==> src/rtl/sbc_defines.svh <==
// Register offsets, field positions, reset values and timing counts
`ifndef SBC_DEFINES_SVH
`define SBC_DEFINES_SVH

// ==========================================================================
// Register offsets
`define SBC_OFS_STEP_CMD     3'h0
`define SBC_OFS_SEQ_CFG      3'h1
`define SBC_OFS_BRIDGE_MODE  3'h2
`define SBC_OFS_BRIDGE_EN    3'h3
`define SBC_OFS_CURRENT      3'h4

// ==========================================================================
// Field positions
`define SBC_CMD_FOCUS_BIT    0
`define SBC_CMD_DIR_BIT      1
`define SBC_CMD_STEPS_LSB    3
`define SBC_CMD_STEPS_MSB    7
`define SBC_CFG_HOLD_LSB     0
`define SBC_CFG_HOLD_MSB     2
`define SBC_CFG_HALF_BIT     3
`define SBC_CFG_HOME_BIT     4
`define SBC_CFG_PLUS64_BIT   5
`define SBC_CFG_FLAG_BIT     7
`define SBC_BMODE_LSB        0
`define SBC_BMODE_MSB        1
`define SBC_BEN_BIT          2
`define SBC_CUR_LSB          0
`define SBC_CUR_MSB          3

// ==========================================================================
// Reset values
`define SBC_RST_CMD          8'h00
`define SBC_RST_CFG          6'h00
`define SBC_RST_BMODE        2'h0
`define SBC_RST_CUR          4'h0

// ==========================================================================
// Timing: rates in pulses per second, clock period in ns
`define SBC_CLK_PERIOD_NS    50
`define SBC_FOCUS_RATE_PPS   500
`define SBC_HOME_RATE_PPS    100
`define SBC_FOCUS_PERIOD_CYC \
	(1000000000 / (`SBC_FOCUS_RATE_PPS * `SBC_CLK_PERIOD_NS))
`define SBC_HOME_PERIOD_CYC \
	(1000000000 / (`SBC_HOME_RATE_PPS * `SBC_CLK_PERIOD_NS))

// ==========================================================================
// Current code mapping in mA, and the home step extension count
`define SBC_CUR_MAX_MA       9'h104
`define SBC_CUR_STEP_MA      9'h00a
`define SBC_PLUS64_STEPS     8'h40

`endif

==> src/rtl/sbc_pkg.sv <==
// Types shared by the stepper sequence and bridge control block
`default_nettype none
package sbc_pkg;
	// Register write/read port from the serial front end
	typedef struct packed {
		logic       wr;
		logic [2:0] addr;
		logic [7:0] data;
	} sbc_reg_s;

	// One output pin: level and active-low output enable
	typedef struct packed {
		logic level;
		logic oe_b;
	} sbc_pin_s;

	// Sequence phases
	typedef enum logic [1:0] {
		ST_IDLE = 2'b00,
		ST_PRE  = 2'b01,
		ST_STEP = 2'b10,
		ST_POST = 2'b11
	} sbc_state_e;
endpackage
`default_nettype wire

==> src/rtl/sbc_ctrl.sv <==
// Stepper focus/home sequencer and shutter bridge control
// ==========================================================================
// How it works
// - Config register bit 7 shows running flag
// - Flag clears itself when sequence ends
// - Focus start phases: a high, b low, c high, d low
// - Focus sequence steps at 500 pulses per second
// - Focus hold equal before and after stepping
// - Home sequence steps at 100 pulses per second
// - Command write starts home sequence when enabled
// - Config bit 5 adds 64 home steps
// - Home hold matches neighbouring hold interval
// - Bridge mode: Z, forward, reverse, brake
// - Bridge enable bit 2: standby or operation
// - Current code 0 is 260mA, minus 10mA
// - Half-step cycle spans eight timebase periods
// - Config bit 3 selects half-step drive
`include "sbc_defines.svh"
`default_nettype none
module sbc_ctrl #(
	parameter logic [17:0] FOCUS_PERIOD = 18'(`SBC_FOCUS_PERIOD_CYC),
	parameter logic [17:0] HOME_PERIOD  = 18'(`SBC_HOME_PERIOD_CYC)
) (
	// Clock and reset
	input  wire logic              core_clk,
	input  wire logic              rst_b,
	// Register port from the serial front end
	input  wire sbc_pkg::sbc_reg_s reg_port,
	output logic [7:0]             reg_rdata,
	// Stepper phase pins
	output sbc_pkg::sbc_pin_s      phase_out_a,
	output sbc_pkg::sbc_pin_s      phase_out_b,
	output sbc_pkg::sbc_pin_s      phase_out_c,
	// Shutter bridge pins (first pin is shared with stepper phase d)
	output sbc_pkg::sbc_pin_s      bridge_out_first,
	output sbc_pkg::sbc_pin_s      bridge_out_second,
	// Status and current setting
	output logic                   sequence_running_flag,
	output logic                   shutter_enabled,
	output logic [3:0]             current_code,
	output logic [8:0]             current_ma
);
	import sbc_pkg::*;

	// ======================================================================
	// Functions

	// Phase pattern {a,b,c,d} for a position in the eight-step table
	function automatic logic [3:0] phase_pattern(input logic [2:0] idx);
		logic [3:0] p;
		p = 4'h0;
		unique case (idx)
			3'h0: p = 4'b1010;
			3'h1: p = 4'b0010;
			3'h2: p = 4'b0110;
			3'h3: p = 4'b0100;
			3'h4: p = 4'b0101;
			3'h5: p = 4'b0001;
			3'h6: p = 4'b1001;
			3'h7: p = 4'b1000;
		endcase
		return p;
	endfunction

	// Hold pulse count from the three-bit hold setting
	function automatic logic [7:0] hold_pulses(input logic [2:0] sel);
		logic [7:0] n;
		n = 8'h01;
		unique case (sel)
			3'h0: n = 8'h01;
			3'h1: n = 8'h02;
			3'h2: n = 8'h04;
			3'h3: n = 8'h05;
			3'h4: n = 8'h08;
			3'h5: n = 8'h10;
			3'h6: n = 8'h20;
			3'h7: n = 8'h01;
		endcase
		return n;
	endfunction

	// Drive a pin from a level, or release it
	function automatic sbc_pin_s pin(input logic drive, input logic lvl);
		sbc_pin_s p;
		p.level = drive ? lvl : 1'b0;
		p.oe_b  = !drive;
		return p;
	endfunction

	// ======================================================================
	// Reset synchroniser
	logic [1:0] rst_sync_reg;
	logic       rst_int_b;

	// Async assert, clocked release through two flops
	always_ff @(posedge core_clk or negedge rst_b) begin
		if (!rst_b) begin
			rst_sync_reg <= 2'b00;
		end else begin
			rst_sync_reg <= {rst_sync_reg[0], 1'b1};
		end
	end
	assign rst_int_b = rst_sync_reg[1];

	// ======================================================================
	// Registers
	logic [7:0] cmd_reg;
	logic [5:0] cfg_reg;
	logic [1:0] bmode_reg;
	logic       ben_reg;
	logic [3:0] cur_reg;
	logic [7:0] rdata_reg;
	logic [7:0] rdata_next;

	logic       wr_cmd;
	logic       wr_cfg;
	logic       wr_bmode;
	logic       wr_ben;
	logic       wr_cur;
	logic       running;

	// Address decode; command writes are dropped while a sequence runs
	assign wr_cmd   = reg_port.wr && reg_port.addr == `SBC_OFS_STEP_CMD
		&& !running;
	assign wr_cfg   = reg_port.wr && reg_port.addr == `SBC_OFS_SEQ_CFG;
	assign wr_bmode = reg_port.wr && reg_port.addr == `SBC_OFS_BRIDGE_MODE;
	assign wr_ben   = reg_port.wr && reg_port.addr == `SBC_OFS_BRIDGE_EN;
	assign wr_cur   = reg_port.wr && reg_port.addr == `SBC_OFS_CURRENT;

	// Host-written fields, all zero out of reset
	always_ff @(posedge core_clk or negedge rst_int_b) begin
		if (!rst_int_b) begin
			cmd_reg   <= `SBC_RST_CMD;
			cfg_reg   <= `SBC_RST_CFG;
			bmode_reg <= `SBC_RST_BMODE;
			ben_reg   <= 1'b0;
			cur_reg   <= `SBC_RST_CUR;
		end else begin
			if (wr_cmd) cmd_reg <= reg_port.data;
			if (wr_cfg) cfg_reg <= reg_port.data[5:0];
			if (wr_bmode) bmode_reg <= reg_port.data[`SBC_BMODE_MSB:0];
			if (wr_ben) ben_reg <= reg_port.data[`SBC_BEN_BIT];
			if (wr_cur) cur_reg <= reg_port.data[`SBC_CUR_MSB:0];
		end
	end

	// Read mux; unused upper bits and unmapped offsets read zero
	always_comb begin
		rdata_next = 8'h00;
		unique case (reg_port.addr)
			`SBC_OFS_STEP_CMD:    rdata_next = cmd_reg;
			`SBC_OFS_SEQ_CFG:     rdata_next = {running, 1'b0, cfg_reg};
			`SBC_OFS_BRIDGE_MODE: rdata_next = {6'h00, bmode_reg};
			`SBC_OFS_BRIDGE_EN:   rdata_next = {5'h00, ben_reg, 2'b00};
			`SBC_OFS_CURRENT:     rdata_next = {4'h0, cur_reg};
			default:              rdata_next = 8'h00;
		endcase
	end

	// Read data is registered, valid one cycle after the address
	always_ff @(posedge core_clk or negedge rst_int_b) begin
		if (!rst_int_b) begin
			rdata_reg <= 8'h00;
		end else begin
			rdata_reg <= rdata_next;
		end
	end

	// ======================================================================
	// Sequence start decode
	logic       home_en;
	logic       half_step;
	logic       start_home;
	logic       start_focus;
	logic [7:0] base_steps;
	logic [7:0] home_steps;
	logic [7:0] hold_n;

	assign home_en     = cfg_reg[`SBC_CFG_HOME_BIT];
	assign half_step   = cfg_reg[`SBC_CFG_HALF_BIT];
	// Home wins when enabled; otherwise the focus bit requests a focus run
	assign start_home  = wr_cmd && home_en;
	assign start_focus = wr_cmd && !home_en
		&& reg_port.data[`SBC_CMD_FOCUS_BIT];
	// Step code n gives 2*(n+1) steps
	assign base_steps  = {2'b00, reg_port.data[`SBC_CMD_STEPS_MSB:
		`SBC_CMD_STEPS_LSB], 1'b0} + 8'h02;
	assign home_steps  = base_steps + (cfg_reg[`SBC_CFG_PLUS64_BIT] ?
		`SBC_PLUS64_STEPS : 8'h00);
	// Hold setting is sampled from the config already written
	assign hold_n      = hold_pulses(cfg_reg[`SBC_CFG_HOLD_MSB:0]);

	// ======================================================================
	// Sequencer state
	sbc_state_e state_reg;
	sbc_state_e state_next;
	logic       home_reg;
	logic       dir_reg;
	logic [7:0] steps_reg;
	logic [7:0] cnt_reg;
	logic [7:0] cnt_next;
	logic [2:0] idx_reg;
	logic [2:0] idx_next;
	logic [2:0] idx_inc;
	logic       tick;
	logic       last;

	assign running = state_reg != ST_IDLE;
	assign last    = cnt_reg == 8'h01;
	// Full step moves two table entries so a cycle is four periods;
	// half step moves one, so a cycle is eight periods
	assign idx_inc = half_step ? 3'h1 : 3'h2;
	assign idx_next = dir_reg ? idx_reg - idx_inc : idx_reg + idx_inc;

	// Pulse rate depends on which sequence runs
	sbc_pulse_gen u_pulse (
		.core_clk (core_clk),
		.rst_b    (rst_int_b),
		.run      (running),
		.period   (home_reg ? HOME_PERIOD : FOCUS_PERIOD),
		.tick     (tick)
	);

	// Next state: pre-hold, stepping, post-hold, then idle
	always_comb begin
		state_next = state_reg;
		cnt_next   = cnt_reg;
		unique case (state_reg)
			ST_IDLE: begin
				if (start_home || start_focus) begin
					state_next = ST_PRE;
					cnt_next   = hold_n;
				end
			end
			ST_PRE: begin
				if (tick) begin
					cnt_next = cnt_reg - 8'h01;
					if (last) begin
						state_next = ST_STEP;
						cnt_next   = steps_reg;
					end
				end
			end
			ST_STEP: begin
				if (tick) begin
					cnt_next = cnt_reg - 8'h01;
					if (last) begin
						// Same hold setting front and rear
						state_next = ST_POST;
						cnt_next   = hold_n;
					end
				end
			end
			ST_POST: begin
				if (tick) begin
					cnt_next = cnt_reg - 8'h01;
					if (last) begin
						state_next = ST_IDLE;
					end
				end
			end
		endcase
	end

	// Sequencer registers
	always_ff @(posedge core_clk or negedge rst_int_b) begin
		if (!rst_int_b) begin
			state_reg <= ST_IDLE;
			cnt_reg   <= 8'h00;
			steps_reg <= 8'h00;
			home_reg  <= 1'b0;
			dir_reg   <= 1'b0;
			idx_reg   <= 3'h0;
		end else begin
			state_reg <= state_next;
			cnt_reg   <= cnt_next;
			if (state_reg == ST_IDLE && (start_home || start_focus)) begin
				home_reg  <= start_home;
				dir_reg   <= reg_port.data[`SBC_CMD_DIR_BIT];
				steps_reg <= start_home ? home_steps : base_steps;
				idx_reg   <= 3'h0;
			end else if (state_reg == ST_STEP && tick) begin
				idx_reg <= idx_next;
			end
		end
	end

	// ======================================================================
	// Output pins
	logic [3:0] phase;
	logic       br_drive;
	logic       br_first;
	logic       br_second;

	assign phase = phase_pattern(idx_reg);

	// Bridge decode; both outputs released in standby or mode 00
	assign br_drive  = ben_reg && bmode_reg != 2'b00;
	assign br_first  = bmode_reg == 2'b01;
	assign br_second = bmode_reg == 2'b10;

	// Phase pins only drive while a sequence runs; shared pin goes to
	// the stepper then, since both cannot own it at once
	assign phase_out_a       = pin(running, phase[3]);
	assign phase_out_b       = pin(running, phase[2]);
	assign phase_out_c       = pin(running, phase[1]);
	assign bridge_out_first  = running ? pin(1'b1, phase[0])
		: pin(br_drive, br_first);
	assign bridge_out_second = pin(br_drive && !running, br_second);

	// Status and current outputs
	assign sequence_running_flag = running;
	assign shutter_enabled       = ben_reg;
	assign current_code          = cur_reg;
	assign current_ma            = `SBC_CUR_MAX_MA -
		9'(cur_reg) * `SBC_CUR_STEP_MA;
	assign reg_rdata             = rdata_reg;
endmodule
`default_nettype wire

==> src/rtl/sbc_pulse_gen.sv <==
// Stepper pulse timebase: one tick per programmed period while running
`default_nettype none
module sbc_pulse_gen (
	// Clock and reset
	input  wire logic        core_clk,
	input  wire logic        rst_b,
	// Control
	input  wire logic        run,
	input  wire logic [17:0] period,
	// Timebase tick
	output logic             tick
);
	logic [17:0] cnt_reg;
	logic [17:0] cnt_next;
	logic        wrap;

	// Counter restarts whenever the sequence is idle so the first pulse
	// always comes one full period after the start
	assign wrap     = run && (cnt_reg == period - 18'h0_0001);
	assign cnt_next = (!run || wrap) ? 18'h0_0000 : cnt_reg + 18'h0_0001;
	assign tick     = wrap;

	// Period counter
	always_ff @(posedge core_clk or negedge rst_b) begin
		if (!rst_b) begin
			cnt_reg <= 18'h0_0000;
		end else begin
			cnt_reg <= cnt_next;
		end
	end
endmodule
`default_nettype wire

==> config.mk <==
export PLATFORM = sky130hd
export DESIGN_NAME = sbc_ctrl
export DESIGN_NICKNAME = d
export VERILOG_FILES = /design/src/rtl/sbc_pkg.sv /design/src/rtl/sbc_ctrl.sv /design/src/rtl/sbc_pulse_gen.sv
export VERILOG_INCLUDE_DIRS = /design/src /design/src/rtl
export SDC_FILE = /design/constraint.sdc
export NUM_CORES = 1
export LEC_CHECK = 0
export ABC_AREA = 1
export BUFFER_PORTS_ARGS = -buffer_cell sky130_fd_sc_hd__buf_2
export CAP_MARGIN = 30
export CORE_MARGIN = 2
export CORE_UTILIZATION = 30
export CTS_CLUSTER_SIZE = 12
export DETAILED_ROUTE_END_ITERATION = 7
export MAX_ROUTING_LAYER = met4
export PLACE_DENSITY = 0.46
export SETUP_SLACK_MARGIN = 0.3
export SYNTH_ARGS = -nofsm -noshare
export SYNTH_HDL_FRONTEND = slang
export SYNTH_SLANG_ARGS = --single-unit
==> constraint.sdc <==
create_clock -name core_clk -period 2.2 [get_ports core_clk]
set_input_delay 0.44 -clock core_clk [delete_from_list [all_inputs] [get_ports core_clk]]
set_output_delay 0.44 -clock core_clk [all_outputs]
set_load 0.02 [all_outputs]
==> key figures, run 1 <==
Synthesis
  – Post-synth net total: 575
  – Mapped Cells: ~540
  – Post-synth cell types: 34
  – Post-synth EDFFs: 0
  – Seq/Total Area, Yosys: 43.0%
  – Synth Warn #: 0
  – Post-Synthesis Cell Area: between 4000 and 5000 um2
  – Synth Area per Inst: 7.67 um2
  – Yosys reg bits: 71
  – Prevailing post-synth register cell: dfrtp_1
  – Post-synth ARST share: 100%

GRT
  – Vias in the first global route: 3679
  – GRT Util Overall: 16.2%
  – First-pass GRT wire length: roughly 18 mm
  – Initial antenna violation count: 0
  – Largest net degree at the start of global routing: 28
  – Global route total overflow: 0

Drt
  – 1st-pass router iterations: 4
  – DRT iter0 DRCs: 133
  – Post-route ant nets: 0
  – Via count: between 3000 and 4000
  – DRC viols: 0
  – Final wirelength: 10.9 mm
  – Vias per cell: around 4.6
  – Wirelength per Cell: 13.6 um

Layout
  – Share of layout cells above drive strength 1: about a quarter
  – Max reg flops: 18
  – Area Overhead vs Synth: 32.3%
  – Most common cell after layout, fill and taps aside: nand2_1
  – N_diodes: 0
  – Most frequent cells in the layout: nand2_1 (135), dfrtp_1 (68), inv_1 (65)
  – Final non-filler cell total: 802
  – Final nets: between 600 and 700
  – Final Instance Area: between 5000 and 6000 um2

Worst setup path
  – CP max FO: 3
  – Critical path cell sequence: ha_4, ha_4, inv_2, fa_2, nand2_1, nor2_2, xor2_2, buf_4
  – Crit. Startpoint: current_code[1]
  – Crit path buf inv count: 2
  – FF-to-FF Start: state_reg[0]
  – Critical path arrival: 2.26 ns
  – Crit end category: output pin
  – CP max stage delay: 0.57 ns
  – Reg2reg setup slack: 0.41 ns
  – Worst setup path class: reg2out
  – WP data required: 1.76 ns
  – Crit-path leading delay family: adder cells
  – Critical Path Source Type: flip-flop
  – Reg2Reg Depth: 12
  – Most common cell on crit path: ha_4
  – FF-to-FF End: cnt_reg[2]
  – CP max stage cell: fa_2

Flow run
  – Max-Cap Viols: 0

Place
  – Placed Area: 4770 um2
  – Pre-CTS setup slack: -0.174 ns
  – GP Congestion: 0.846
  – PortBufs: between 40 and 50
  – Placed Cells: 766
  – Post-DP HPWL: 8.16 mm

Die
  – Die X: approximately 120 um
  – Core area: 13300 um2
  – I/O pin count: 47
  – Initial Utilization: 31.0%
  – Die Ht: 121 um
  – Row Count: between 40 and 50
  – Die Area: between 10000 and 15000 um2

Timing
  – Hold Fails Final Rpt: 0
  – Worst Tran Pin Value: 0.640 ns
  – Final period util: 123%
  – Worst Setup Slack, final: -0.502 ns
  – Setup_tns: -1.81 ns
  – Crit path time final: 2.70 ns
  – Relative slew slack: 57.3%
  – Max-slew violations: 0
  – Unrepaired setup endpoints after global routing: yes
  – Max Freq: 0.370 GHz
  – Final setup viols: 4
  – Skew final: 0.0109 ns

CTS
  – Clock slew at reported path FFs: ~0.060 ns
  – # clock sinks: roughly 70
  – CTS tree: done
  – Cts bufs inserted: 9
  – Clock Tree Buf Depth: 2
  – CTS Root Cell: clkbuf_16
  – Clk Latency, worst-skew pair: 0.34 ns
  – H-tree depth: 3

Status
  – Status: finished with violations
  – Failing checks: setup timing

Power and ir drop
  – Cell leakage power: between 2 and 3 nW
  – Power Total: 6.75 mW
  – Pwr Density: 1230 nW/um2
  – Max VDD drop: about 0.00051 V

Worst hold path
  – Hold Crit Class: reg2async
where the power goes:
group | internal (mW) | switching, mW | total (mW)
clock network | 0.998 | 0.586 | 1.58
logic | 1.38 | 1.89 | 3.27
registers | 1.64 | 0.253 | 1.89
final cells by class:
class                      instances  area [um2]
fill                            1344        7880
multi-input combinational        379        2220
clock buffer                      10         229
inverter                          79         307
clock inverter                     6        92.6
sequential                        71        1780
timing repair buffer              81         621
tap                              176         220
Yosys cell counts, drive strengths merged (8+ instances only):
master	instances	area (um2)
a21oi	12	60.1
buf	8	58.8
dfrtp	71	1780
ha	20	250
inv	78	293
nand2	140	531
nand3	55	280
nand4	13	81.3
nor2	50	208
nor3	9	55.1
o21ai	44	220
xor2	14	123
metrics by stage:
stage	utilization, %	hold WS, ns
floorplan	-	0.144
global placement	35.7	0.226
detailed placement	35.7	0.229
CTS	39.7	0.306
global route	41.0	0.338
finish	41.0	0.298
cells by family after synthesis:
family	after synthesis	synth area share, %
xor+xnor	19	4.03
buf+inv	90	8.87
mux	1	0.272
fa+ha+maj	22	7.02
simple gates	270	28.5
flops	71	43.0
other cells	2	0.182
compound gates	64	8.14
metal layers:
metal / wire (um) / up-vias / global-route usage [%]
li1: - / 1885 / -
met1: 5180 / 1755 / 20.4
met2: 5220 / 68 / 25.5
met3: 386 / 10 / 3.81
met4: 121 / 0 / 5.82
met5: 0 / - / -
timing repair:
action | CTS | global route
endpoints found under the setup margin | 25 | 39
resized for setup | 38 | 26
hold buffers | 1 | 0
gates cloned | 0 | 1
pin swaps | 6 | 7
hold endpoints to repair | 2 | 0
setup buffers | 11 | 7
worst max-delay path by stage:
stage | to | cells after the start
finish | current_ma[7] | 8
global route | current_ma[7] | 8
CTS | current_ma[7] | 8
detailed placement | current_ma[8] | 7
global placement | current_ma[8] | 7
floorplan | current_ma[7] | 7
Note: power is estimated with default switching activity, not from simulation.
==> inputs of run 2 (changes only) <==
--- a/config.mk
+++ b/config.mk
@@ -11,10 +11,11 @@
 export CAP_MARGIN = 30
 export CORE_MARGIN = 2
 export CORE_UTILIZATION = 30
+export CTS_CLUSTER_DIAMETER = 150
 export CTS_CLUSTER_SIZE = 12
 export DETAILED_ROUTE_END_ITERATION = 7
 export MAX_ROUTING_LAYER = met4
-export PLACE_DENSITY = 0.46
+export PLACE_DENSITY = 0.45
 export SETUP_SLACK_MARGIN = 0.3
 export SYNTH_ARGS = -nofsm -noshare
 export SYNTH_HDL_FRONTEND = slang
==> constraint.sdc (replaced) <==
create_clock -name core_clk -period 2.8 [get_ports core_clk]
set_input_delay 0.56 -clock core_clk [delete_from_list [all_inputs] [get_ports core_clk]]
set_output_delay 0.56 -clock core_clk [all_outputs]
set_load 0.02 [all_outputs]
==> key figures, run 2 (synthesis gave the netlist of run 1 again) <==
Power and ir drop
  – Pwr Density: 951 nW/um2 (was 1230 nW/um2)
  – Max VDD drop: 0.000381 V (was 0.000506 V)
  – Cell leakage power: 2.51 nW (was 2.68 nW)
  – Power Total: 4.78 mW (was 6.75 mW)

Timing
  – Setup_tns: -0.116 ns (was -1.81 ns)
  – Final period util: 102%
  – Worst Tran Pin Value: 0.900 ns (was 0.640 ns)
  – Max Freq: 0.350 GHz
  – Hold slack: 0.352 ns (was 0.298 ns)
  – Hold Fails Final Rpt: 0 (unchanged)
  – Final setup viols: 3 (was 4)
  – Crit path time final: 2.86 ns
  – Skew final: 0.00750 ns (was 0.0109 ns)
  – Max-slew violations: 0 (unchanged)
  – Unrepaired setup endpoints after global routing: yes (unchanged)
  – Worst Setup Slack, final: -0.0569 ns (was -0.502 ns)
  – Relative slew slack: 40.0% (was 57.3%)

Worst setup path
  – Reg2reg setup slack: 0.78 ns (was 0.41 ns)
  – CP max stage delay: 0.57 ns (about the same)
  – Critical path cell sequence: ha_4, ha_4, inv_2, fa_2, nand2_2, nor2_4, xor2_2, buf_6 (was ha_4, ha_4, inv_2, fa_2, nand2_1, nor2_2, xor2_2, buf_4)
  – Critical Path Source Type: flip-flop (unchanged)
  – CP max FO: 3 (unchanged)
  – WP data required: 2.24 ns (was 1.76 ns)
  – Crit end category: output pin (unchanged)
  – Critical path arrival: 2.30 ns (was 2.26 ns)
  – Worst setup path class: reg2out (unchanged)
  – Most common cell on crit path: ha_4 (unchanged)
  – CP max stage cell: fa_2 (unchanged)

CTS
  – CTS tree: done (unchanged)
  – H-tree depth: 3 (unchanged)
  – Clock Tree Buf Depth: 2 (unchanged)
  – Clock slew at reported path FFs: 0.06 ns (about the same)
  – # clock sinks: 71 (unchanged)
  – CTS Root Cell: clkbuf_16 (unchanged)
  – Clk Latency, worst-skew pair: 0.34 ns (about the same)
  – Cts bufs inserted: 9 (unchanged)

Drt
  – WL met3: 307 um (was 386 um)
  – 1st-pass router iterations: 4 (unchanged)
  – Post-route ant nets: 0 (unchanged)
  – Met1 WL: 5.04 mm (was 5.18 mm)
  – Final wirelength: 10.4 mm (was 10.9 mm)
  – Wirelength per Cell: 13.5 um (was 13.6 um)
  – Via count: 3577 (was 3718)
  – DRT iter0 DRCs: 231 (was 133)
  – Top routing layer in use: met4 (unchanged)
  – Vias per cell: 4.62 (was 4.64)
  – DRC viols: 0 (unchanged)
  – WL met2: 4.97 mm (was 5.22 mm)

Die
  – Core area: 13300 um2 (unchanged)
  – Initial Utilization: 31.0% (unchanged)
  – Row Count: 42 (unchanged)
  – Die X: 121 um (unchanged)
  – I/O pin count: 47 (unchanged)
  – Die Ht: 121 um (unchanged)
  – Die Area: 14700 um2 (unchanged)

Status
  – Status: finished with violations (unchanged)
  – Failing checks: setup timing (unchanged)

Layout
  – Utilization after layout: 37.6% (was 41.0%)
  – Most frequent cells in the layout: nand2_1 (137), inv_1 (72), dfrtp_1 (68) (was nand2_1 (135), dfrtp_1 (68), inv_1 (65))
  – Max reg flops: 18 (unchanged)
  – N_diodes: 0 (unchanged)
  – Most common cell after layout, fill and taps aside: nand2_1 (unchanged)
  – Final nets: 629 (was 657)
  – Share of layout cells above drive strength 1: 17.1% (was 24.3%)
  – Area Overhead vs Synth: 21.6% (was 32.3%)

Place
  – Pre-CTS setup slack: 0.232 ns (was -0.174 ns)
  – PortBufs: 45 (unchanged)
  – Post-DP HPWL: 7.71 mm (was 8.16 mm)
  – GP Congestion: 0.867 (was 0.846)

GRT
  – Vias in the first global route: 3579 (was 3679)
  – GRT Util Overall: 16.1% (was 16.2%)
  – Global route total overflow: 0 (unchanged)
  – First-pass GRT wire length: 17.8 mm (was 18.0 mm)
  – Largest net degree at the start of global routing: 70 (was 28)
  – Initial antenna violation count: 0 (unchanged)

Worst hold path
  – Hold Crit Class: reg2reg (was reg2async)

Flow run
  – Max-Cap Viols: 0 (unchanged)
-- run 2: changes by cell type in the layout (fill, tap and decap cells not counted), moves of 3 or more --
cell        change
clkinvlp_4      -3
nand3_1         +4
inv_2           -4
buf_6          -17
inv_1           +7
buf_4          -23
buf_2          +14
-- run 2: timing repair --
action	in CTS	in global routing
hold endpoints to repair	2	0
hold buffers	1	0
gates resized for setup	4	5
setup endpoints to repair	7	7
setup buffers	3	1
pin swaps	0	4
-- run 2: final cells by class --
type                            count  area [um2]
Tap cell                          176         220
Fill cell                        1447        8320
Timing Repair Buffer               54         307
Clock inverter                      6        90.1
Inverter                           79         297
Clock buffer                       10         239
Sequential cell                    71        1780
Multi-Input combinational cell    378        2090
-- run 2: power breakdown --
part           internal, mW  total (mW)  leakage [nW]  switching (mW)
sequential             1.29        1.48         0.916           0.194
combinational         0.711        2.01          1.43            1.30
clock                 0.809        1.28         0.159           0.475
total                  2.81        4.78          2.51            1.97
-- run 2: per-layer routing --
metal | up-vias | global-route usage, %
met5 | - | -
met4 | 0 | 5.39
met3 | 10 | 3.15
met2 | 54 | 25.6
met1 | 1683 | 20.6
li1 | 1830 | -
-- run 2: worst max-delay path, delay by kind of cell, from the launching register on --
family,cells,cell delay [ns]
AND/OR/NAND/NOR,2,0.22
adder cells (fa/ha/maj),3,0.96
flip-flops,1,0.43
buffers and inverters,2,0.18
XOR/XNOR,1,0.16
-- run 2: final timing paths --
kind / end / start / cells past startpoint
max: current_ma[7] / current_code[3] / 8
min: rst_sync_reg[1] / rst_sync_reg[0] / 0
max reg2reg: cnt_reg[4] / state_reg[0] / 11
min reg2reg: rst_sync_reg[1] / rst_sync_reg[0] / 0
max in group asynchronous: current_code[1] / rst_sync_reg[1] / 1
min in group asynchronous: idx_reg[0] / rst_sync_reg[1] / 1
-- run 2: per-stage QoR --
stage	instance area [um2]	instances
floorplan	4220	539
global placement	4620	753
finish	5020	774
CTS	4990	773
global route	5020	774
detailed placement	4620	753
